$ cat config.mk
export PLATFORM = sky130hd
export DESIGN_NAME = cassette_tape_interface
export DESIGN_NICKNAME = d
export VERILOG_FILES = /design/src/cassette_pkg.sv /design/src/sync_stage.sv /design/src/cassette_tape_interface.sv
export VERILOG_INCLUDE_DIRS = /design/src
export SDC_FILE = /design/constraint.sdc
export NUM_CORES = 1
export LEC_CHECK = 0
export ABC_AREA = 1
export BUFFER_PORTS_ARGS = -buffer_cell sky130_fd_sc_hd__buf_2
export CAP_MARGIN = 10
export CORE_ASPECT_RATIO = 1.1
export CORE_UTILIZATION = 40
export DETAILED_ROUTE_END_ITERATION = 12
export GPL_TIMING_DRIVEN = 0
export PLACE_DENSITY = 0.64
export SLEW_MARGIN = 20
export SYNTH_ARGS = -nofsm -noshare
export SYNTH_HDL_FRONTEND = slang
export SYNTH_SLANG_ARGS = --single-unit
export TNS_END_PERCENT = 50
$ cat constraint.sdc
create_clock -name mclk_i -period 7.2 [get_ports mclk_i]
set_clock_uncertainty 0.05 [all_clocks]
set_input_delay 1.8 -clock mclk_i [delete_from_list [all_inputs] [get_ports mclk_i]]
set_output_delay 1.8 -clock mclk_i [all_outputs]
set_load 0.02 [all_outputs]
$ cat src/cassette_consts.svh
// Named constants for the cassette tape interface
`ifndef CASSETTE_CONSTS_SVH
`define CASSETTE_CONSTS_SVH

`define ADDR_W        8
`define DATA_W        32
`define OFF_CTRL      8'h00
`define OFF_STATUS    8'h04
`define OFF_MASK      8'h08
`define OFF_CHAR      8'h0C
`define OFF_COUNT     8'h10
`define OFF_STATE     8'h14
`define CMD_START     0
`define CMD_STOP      1
`define CMD_REWIND    2
`define CMD_REW_END   3
`define ST_W          3
`define ST_RESET      3'h0
`define LOWER_W       16
`define LOWER_RESET   16'h0000
`define CHAR_W        10
`define MARK_POS      9
`define COUNT_W       16
`define COUNT_RESET   16'h0000
`define COUNT_STEP    16'h0001
`define MCLK_NS       5
`define REWIND_PULSE_NS 1000
`define REWIND_CYC    ((`REWIND_PULSE_NS + `MCLK_NS - 1) / `MCLK_NS)
`define REW_CNT_W     8
`define REW_CNT_ZERO  8'h00
`define GAP_US        50
`define GAP_CYC       (`GAP_US * 1000 / `MCLK_NS)
`define GAP_CNT_W     14
`define GAP_CNT_ZERO  14'h0000
`define GAP_CNT_STEP  14'h0001

`endif

$ cat src/cassette_pkg.sv
// Types shared by the cassette tape interface
`default_nettype none
package cassette_pkg;

   // Pins arriving from the cassette unit
   typedef struct packed {
      logic tape_clock_pulse;
      logic read_info;
      logic cassette_ready;
   } pins_t;

   // Sticky event bits, same layout in status and mask
   typedef struct packed {
      logic gap_stop;
      logic parity_error;
      logic char_done;
   } events_t;

   // Bit-assembly phases
   typedef enum logic [5:0] {
      PH_IDLE = 6'h01,
      PH_T0   = 6'h02,
      PH_T1   = 6'h04,
      PH_T2   = 6'h08,
      PH_T3   = 6'h10,
      PH_HOLD = 6'h20
   } phase_t;

endpackage
`default_nettype wire

$ cat src/sync_stage.sv
// Two-flop synchroniser for asynchronous inputs
`timescale 1ns/1ps
`default_nettype none
module sync_stage #(
   parameter int WIDTH = 1
) (
   input  wire logic             mclk_i,  // System clock
   input  wire logic             rst_i,   // Async reset, active high
   input  wire logic             ce_i,    // Clock enable
   input  wire logic [WIDTH-1:0] d_i,     // Asynchronous input
   output var  logic [WIDTH-1:0] q_o      // Synchronised output
);
   logic [WIDTH-1:0] meta;

   always_ff @(posedge mclk_i or posedge rst_i) begin
      if (rst_i) begin
         meta <= '0;
         q_o  <= '0;
      end else if (ce_i) begin
         meta <= d_i;
         q_o  <= meta;
      end
   end
endmodule
`default_nettype wire

$ cat src/cassette_tape_interface.sv
// Cassette tape control and serial character assembly
//
// What this block does
// - Stop command halts tape at next gap
// - Accumulate bits only while accumulate enabled
// - Clear or start resets state, enables accumulate
// - Hold rewind output throughout rewind
// - Send rewind pulse to start rewind
// - Forward drive only while cassette ready
// - Bit during tape clock raises event
// - First phase lasts exactly one clock
// - Clear assembly register, parity before character
// - Leading one at sense position completes character
// - Count each character in fourth phase
`timescale 1ns/1ps
`default_nettype none
`include "cassette_consts.svh"
module cassette_tape_interface #(
   parameter int GAP_CYCLES = `GAP_CYC
) (
   input  wire logic                  mclk_i,               // 200 MHz system clock
   input  wire logic                  rst_i,                // Async reset, active high
   input  wire logic                  ce_i,                 // Clock enable, freezes state
   input  wire logic                  gen_clear_i,          // General processor clear
   input  wire logic [`ADDR_W-1:0]    addr_i,               // Register address
   input  wire logic [`DATA_W-1:0]    wdata_i,              // Write data
   input  wire logic                  wr_i,                 // Write strobe
   input  wire logic                  rd_i,                 // Read strobe
   output var  logic [`DATA_W-1:0]    rdata_o,              // Read data, cycle after rd_i
   input  wire cassette_pkg::pins_t   pins_i,               // Pins from cassette unit
   output var  logic                  forward_drive_start_o, // Forward drive command
   output var  logic                  stop_at_gap_o,        // Stop at next gap
   output var  logic                  rewind_hold_o,        // Held during rewind
   output var  logic                  rewind_pulse_out_o,   // Rewind pulse to cassette
   output var  logic                  irq_o                 // Level interrupt
);
   localparam logic [`GAP_CNT_W-1:0] GAP_LAST = `GAP_CNT_W'(GAP_CYCLES - 1);
   localparam logic [`REW_CNT_W-1:0] REW_LEN  = `REW_CNT_W'(`REWIND_CYC);

   cassette_pkg::pins_t   pins_s;
   cassette_pkg::phase_t  phase;
   cassette_pkg::phase_t  next_phase;
   cassette_pkg::events_t status;
   cassette_pkg::events_t mask;
   cassette_pkg::events_t events;
   cassette_pkg::events_t next_status;

   logic                  accumulate_enable;
   logic                  motion;
   logic                  parity_error_flag;
   logic                  clk_d;
   logic                  event_d;
   logic                  cell_seen;
   logic                  shift_bit;
   logic [`LOWER_W-1:0]   lower;
   logic [`CHAR_W-1:0]    char_hold;
   logic [`COUNT_W-1:0]   byte_count;
   logic [`GAP_CNT_W-1:0] gap_cnt;
   logic [`REW_CNT_W-1:0] rew_cnt;

   // All cassette pins, the short clock and read pulses included, are sampled twice before use
   sync_stage #(
      .WIDTH ($bits(cassette_pkg::pins_t))
   ) u_pin_sync (
      .mclk_i (mclk_i),
      .rst_i  (rst_i),
      .ce_i   (ce_i),
      .d_i    (pins_i),
      .q_o    (pins_s)
   );

   // Register decode
   wire wr_en      = wr_i & ce_i;
   wire rd_en      = rd_i & ce_i;
   wire wr_ctrl    = wr_en & (addr_i == `OFF_CTRL);
   wire wr_mask    = wr_en & (addr_i == `OFF_MASK);
   wire rd_status  = rd_en & (addr_i == `OFF_STATUS);
   wire start_cmd  = wr_ctrl & wdata_i[`CMD_START];
   wire stop_cmd   = wr_ctrl & wdata_i[`CMD_STOP];
   wire rewind_cmd = wr_ctrl & wdata_i[`CMD_REWIND];
   wire rew_end    = wr_ctrl & wdata_i[`CMD_REW_END];

   // Processor clear or any start command
   wire tape_start_reset = gen_clear_i | start_cmd;

   // Bit cell: a one arrives as read level during clock high; a cell with none is a zero
   wire tape_clock_in_event = accumulate_enable & pins_s.tape_clock_pulse
                              & pins_s.read_info;
   wire start_one  = tape_clock_in_event & ~event_d;
   wire clk_fell   = clk_d & ~pins_s.tape_clock_pulse;
   wire start_zero = accumulate_enable & clk_fell & ~cell_seen;
   wire phase_go   = (phase == cassette_pkg::PH_IDLE) & (start_one | start_zero);

   wire character_marker_sense = lower[`MARK_POS];
   wire character_count_strobe = (phase == cassette_pkg::PH_T3)
                                 & character_marker_sense;
   wire character_clear  = tape_start_reset | character_count_strobe;
   wire parity_bad       = ~(^lower[`CHAR_W-2:0]);

   // Gap: tape clock low well beyond its normal low time
   wire gap_hit = stop_at_gap_o & motion & (gap_cnt == GAP_LAST);

   // Bit-assembly phase sequencer
   always_comb begin
      next_phase = phase;
      case (phase)
         cassette_pkg::PH_IDLE: begin
            if (phase_go) begin
               next_phase = cassette_pkg::PH_T0;
            end
         end
         cassette_pkg::PH_T0:   next_phase = cassette_pkg::PH_T1;
         cassette_pkg::PH_T1:   next_phase = cassette_pkg::PH_T2;
         cassette_pkg::PH_T2:   next_phase = cassette_pkg::PH_T3;
         cassette_pkg::PH_T3:   next_phase = cassette_pkg::PH_HOLD;
         cassette_pkg::PH_HOLD: begin
            if (!tape_clock_in_event) begin
               next_phase = cassette_pkg::PH_IDLE;
            end
         end
         default: next_phase = cassette_pkg::PH_IDLE;
      endcase
      if (tape_start_reset) begin
         next_phase = cassette_pkg::PH_IDLE;
      end
   end

   always_ff @(posedge mclk_i or posedge rst_i) begin
      if (rst_i) begin
         phase   <= cassette_pkg::PH_IDLE;
         clk_d   <= 1'b0;
         event_d <= 1'b0;
      end else if (ce_i) begin
         phase   <= next_phase;
         clk_d   <= pins_s.tape_clock_pulse;
         event_d <= tape_clock_in_event;
      end
   end

   // Cell bookkeeping and shift bit capture
   always_ff @(posedge mclk_i or posedge rst_i) begin
      if (rst_i) begin
         cell_seen <= 1'b0;
         shift_bit <= 1'b0;
      end else if (ce_i) begin
         if (tape_start_reset || clk_fell) begin
            cell_seen <= 1'b0;
         end else if (tape_clock_in_event) begin
            cell_seen <= 1'b1;
         end
         if (phase_go) begin
            shift_bit <= start_one;
         end
      end
   end

   // Lower assembly register, parity flag, character and byte count
   always_ff @(posedge mclk_i or posedge rst_i) begin
      if (rst_i) begin
         lower             <= `LOWER_RESET;
         parity_error_flag <= 1'b0;
         char_hold         <= '0;
         byte_count        <= `COUNT_RESET;
      end else if (ce_i) begin
         if (character_clear) begin
            lower <= `LOWER_RESET;
         end else if (phase == cassette_pkg::PH_T2) begin
            lower <= {lower[`LOWER_W-2:0], shift_bit};
         end
         if (tape_start_reset) begin
            parity_error_flag <= 1'b0;
         end else if (character_count_strobe) begin
            parity_error_flag <= parity_bad;
         end
         if (character_count_strobe) begin
            char_hold  <= lower[`CHAR_W-1:0];
            byte_count <= byte_count + `COUNT_STEP;
         end
      end
   end

   // Tape motion, stop at gap, accumulate enable
   always_ff @(posedge mclk_i or posedge rst_i) begin
      if (rst_i) begin
         motion            <= 1'b0;
         stop_at_gap_o     <= 1'b0;
         accumulate_enable <= 1'b0;
         gap_cnt           <= `GAP_CNT_ZERO;
      end else if (ce_i) begin
         if (gen_clear_i || rewind_cmd || gap_hit) begin
            motion <= 1'b0;
         end else if (start_cmd) begin
            motion <= 1'b1;
         end
         if (tape_start_reset || gap_hit) begin
            stop_at_gap_o <= 1'b0;
         end else if (stop_cmd) begin
            stop_at_gap_o <= 1'b1;
         end
         if (tape_start_reset) begin
            accumulate_enable <= 1'b1;
         end else if (gap_hit) begin
            accumulate_enable <= 1'b0;
         end
         // Counts only once a stop is armed, so a long low before it cannot overrun the match
         if (pins_s.tape_clock_pulse || !motion || !stop_at_gap_o || gap_hit) begin
            gap_cnt <= `GAP_CNT_ZERO;
         end else begin
            gap_cnt <= gap_cnt + `GAP_CNT_STEP;
         end
      end
   end

   // Forward drive and rewind outputs
   always_ff @(posedge mclk_i or posedge rst_i) begin
      if (rst_i) begin
         forward_drive_start_o <= 1'b0;
         rewind_hold_o         <= 1'b0;
         rewind_pulse_out_o    <= 1'b0;
         rew_cnt               <= `REW_CNT_ZERO;
      end else if (ce_i) begin
         forward_drive_start_o <= motion & ~gap_hit & pins_s.cassette_ready
                                  & ~rewind_hold_o;
         if (gen_clear_i || rew_end) begin
            rewind_hold_o <= 1'b0;
         end else if (rewind_cmd) begin
            rewind_hold_o <= 1'b1;
         end
         if (gen_clear_i) begin
            rew_cnt <= `REW_CNT_ZERO;
         end else if (rewind_cmd) begin
            rew_cnt <= REW_LEN;
         end else if (rew_cnt != `REW_CNT_ZERO) begin
            rew_cnt <= rew_cnt - `REW_CNT_W'(1);
         end
         rewind_pulse_out_o <= ~gen_clear_i & (rewind_cmd | (rew_cnt > `REW_CNT_W'(1)));
      end
   end

   // Sticky status, cleared by a read; a new event wins over the clear
   assign events.gap_stop     = gap_hit;
   assign events.parity_error = character_count_strobe & parity_bad;
   assign events.char_done    = character_count_strobe;
   assign next_status = (rd_status ? `ST_RESET : status) | events;

   always_ff @(posedge mclk_i or posedge rst_i) begin
      if (rst_i) begin
         status <= `ST_RESET;
         mask   <= `ST_RESET;
         irq_o  <= 1'b0;
      end else if (ce_i) begin
         status <= next_status;
         if (wr_mask) begin
            mask <= wdata_i[`ST_W-1:0];
         end
         irq_o <= |(next_status & mask);
      end
   end

   // Read selection
   wire [`DATA_W-1:0] state_word = `DATA_W'({pins_s.cassette_ready, accumulate_enable,
                                    motion, stop_at_gap_o, rewind_hold_o,
                                    parity_error_flag, phase});
   wire [`DATA_W-1:0] rd_word =
      (addr_i == `OFF_CTRL)   ? `DATA_W'({rewind_hold_o, stop_at_gap_o, motion}) :
      (addr_i == `OFF_STATUS) ? `DATA_W'(status) :
      (addr_i == `OFF_MASK)   ? `DATA_W'(mask) :
      (addr_i == `OFF_CHAR)   ? `DATA_W'(char_hold) :
      (addr_i == `OFF_COUNT)  ? `DATA_W'(byte_count) :
      (addr_i == `OFF_STATE)  ? state_word : '0;

   always_ff @(posedge mclk_i or posedge rst_i) begin
      if (rst_i) begin
         rdata_o <= '0;
      end else if (ce_i) begin
         rdata_o <= rd_en ? rd_word : '0;
      end
   end
endmodule
`default_nettype wire

==> results.ini <==
[run_status]
outcome = finished clean

[timing]
finalSetupTns_ns = 0
hold_viol = 0
worst_slew_pin_slew_ns = 0.575
setup_viol = 0
max_freq_mhz = 325
grt_setup_unrepaired = no
min_period_over_period_pct = 42.8
finalWorstSetupSlack_ns = 4.12
post-route-min-period_ns = 3.08
maxSlewViolCount = 0
relSlewSlack_pct = 61.7

[floorplanning]
die_h_um = 126
core-area_um2 = 13700
dieArea_um2 = 14500
die-width_um = 115
ios = 86
start_util_pct = 40.9
num_rows = 45

[cts]
ctsResizeCount = 0
cts_made_buffers = 9
root_buffer = clkbuf_16
clock_latency_ns = 0.35
clock_sinks = 104
cts_tree = built
cts_hold_buf = 0
cts_setup_buffers = 0
clk_pin_slew_ns = 0.07
htreeDepth = 3
clock_path_buffers = 2

[power]
power_mw = 1.44
powerDensity_nw_per_um2 = 223
ir_worst_vdd_mv = 0.116
p_leak_nw = 3.42

[routing]
drt_iter0_markers = 298
routed_wl_um = 12800
drc = 0
vias_per_cell = 4.78
dr.pass1.iters = 4
vias = 4570
wl_per_cell_um = 13.4
antenna_left = 0

[placement]
dpl.hpwl_um = 9500
place_ws_ns = 3.75
port_buffers = 40
gp_congestion = 0.855

[cells_and_area]
final_common_cell = nand2_1
drive_above_1_share_pct = 16.3
utilization_pct = 47.0
syn_to_final_growth_pct = 14.8
diodes = 0
nFillCells = 1376
num-nets-final = 818
layout_common_cells = nand2_1, dfrtp_1, inv_1, nor2_1, nand3_1

[worst_setup_path]
worstSetupPathType = primary input to flip-flop
cp.required_ns = 7.39
worstSetupEndpointType = flip-flop
cp-start-kind = primary input
arrival_ns = 3.27
path_max_fanout = 7

[synthesis]
ys.flop_type = dfrtp_1
synth.area.top_cells = dfrtp_1, nand2_1, inv_1, nor2_1, nand3_1
synth_area_um2 = 5630
synth-seq-cells = 104
yosysTopAreaCellShare_pct = 45.8
synth-edff-count = 0
synth_warnings = 0
syn_area_per_cell_um2 = 8.07
yosysTopAreaCell = dfrtp_1
async_flop_share_pct = 100
ys_types = 49
synth_cells = 697
seq_area_frac_synth_pct = 46.3

[global_route]
grt_pass1_vias = 4302
grt_max_degree = 60
antenna_found_initial = 0
grt-ovfl-total = 0
grt_use_total_pct = 18.8
grt_pass1_wl_um = 21300

[job]
cap_violations = 0

[min_path]
hp-class = flip-flop to flip-flop

==> metrics by stage <==
stage / cells / hold WS (ns) / instance area [µm²]
after global routing: 956 / 0.433 / 6460
final: 956 / 0.409 / 6460
after global placement: 940 / 0.388 / 6120
after detailed placement: 941 / 0.394 / 6150
after CTS: 956 / 0.411 / 6460
after floorplan: 712 / 0.372 / 5680
==> worst paths after layout <==
check                             startpoint             end  slack, ns  cells after the start
worst max-delay path               addr_i[7]         mask[0]       4.12                      8
worst min-delay path            char_hold[9]    char_hold[9]       0.41                      2
worst max register to register    gap_cnt[0]      gap_cnt[4]       5.23                      8
worst min register to register  char_hold[9]    char_hold[9]       0.41                      2
max in group asynchronous              rst_i        phase[0]       5.00                      3
min in group asynchronous              rst_i  byte_count[15]       1.41                      2
==> final cells by class <==
class	count	area (µm²)	share of cell area (%)
multi-input combinational	485	2540	39.3
clock buffer	11	253	3.91
clock inverter	4	53.8	0.833
sequential	104	2600	40.3
buffer	29	189	2.93
tap	188	235	3.64
timing repair buffer	41	228	3.53
inverter	94	358	5.54
==> critical path, cell delays in order <==
cell and delay [ns]:
buf_2 0.09, inv_1 0.04, nand2_1 0.10, nor2_4 0.24, nand2_1 0.09, nor3_2 0.36
nand2_1 0.22, mux2_2 0.31
==> cell families after synthesis <==
kind of cell	count (synthesis)	synth area share, %
compound gates	81	8.21
simple gates	354	30.1
buf+inv	123	9.63
mux	3	0.578
other cells	1	0.0667
xor+xnor	26	4.05
flops	104	46.3
fa+ha+maj	5	1.11
==> flip-flops by register name (all words and copies together) (netlist names), 3 cells and up <==
| register | flops |
|---|---|
| phase | 6 |
| u_pin_sync.q_o | 3 |
| byte_count | 16 |
| rdata_o | 16 |
| gap_cnt | 14 |
| char_hold | 10 |
| u_pin_sync.meta | 3 |
| rew_cnt | 8 |
| mask | 3 |
| lower | 10 |
| status | 3 |
==> power breakdown <==
group	switching, mW	internal (mW)
Sequential	0.0326	0.626
Clock	0.219	0.287
Combinational	0.177	0.0960
==> metal layers <==
layer  share of wire, %  up-vias  global-route usage [%]  routed length (µm)
li1                   -     2328                       -                   -
met1                 47     2148                    25.0                5990
met2                 49       78                    31.1                6240
met3                2.5       16                    2.39                 316
met4                1.8        0                    6.88                 232
met5                  0        -                       0                   0
==> synthesized netlist by cell type (10+ instances only) <==
| cell type | n |
|---|---|
| o21ai_0 | 35 |
| nand3_1 | 45 |
| nand4_1 | 12 |
| nand2_1 | 187 |
| nor2_1 | 61 |
| nor3_1 | 10 |
| xor2_1 | 23 |
| dfrtp_1 | 103 |
| buf_4 | 18 |
| inv_1 | 85 |
| a21oi_1 | 12 |
Power figures use the tool's default switching activity.
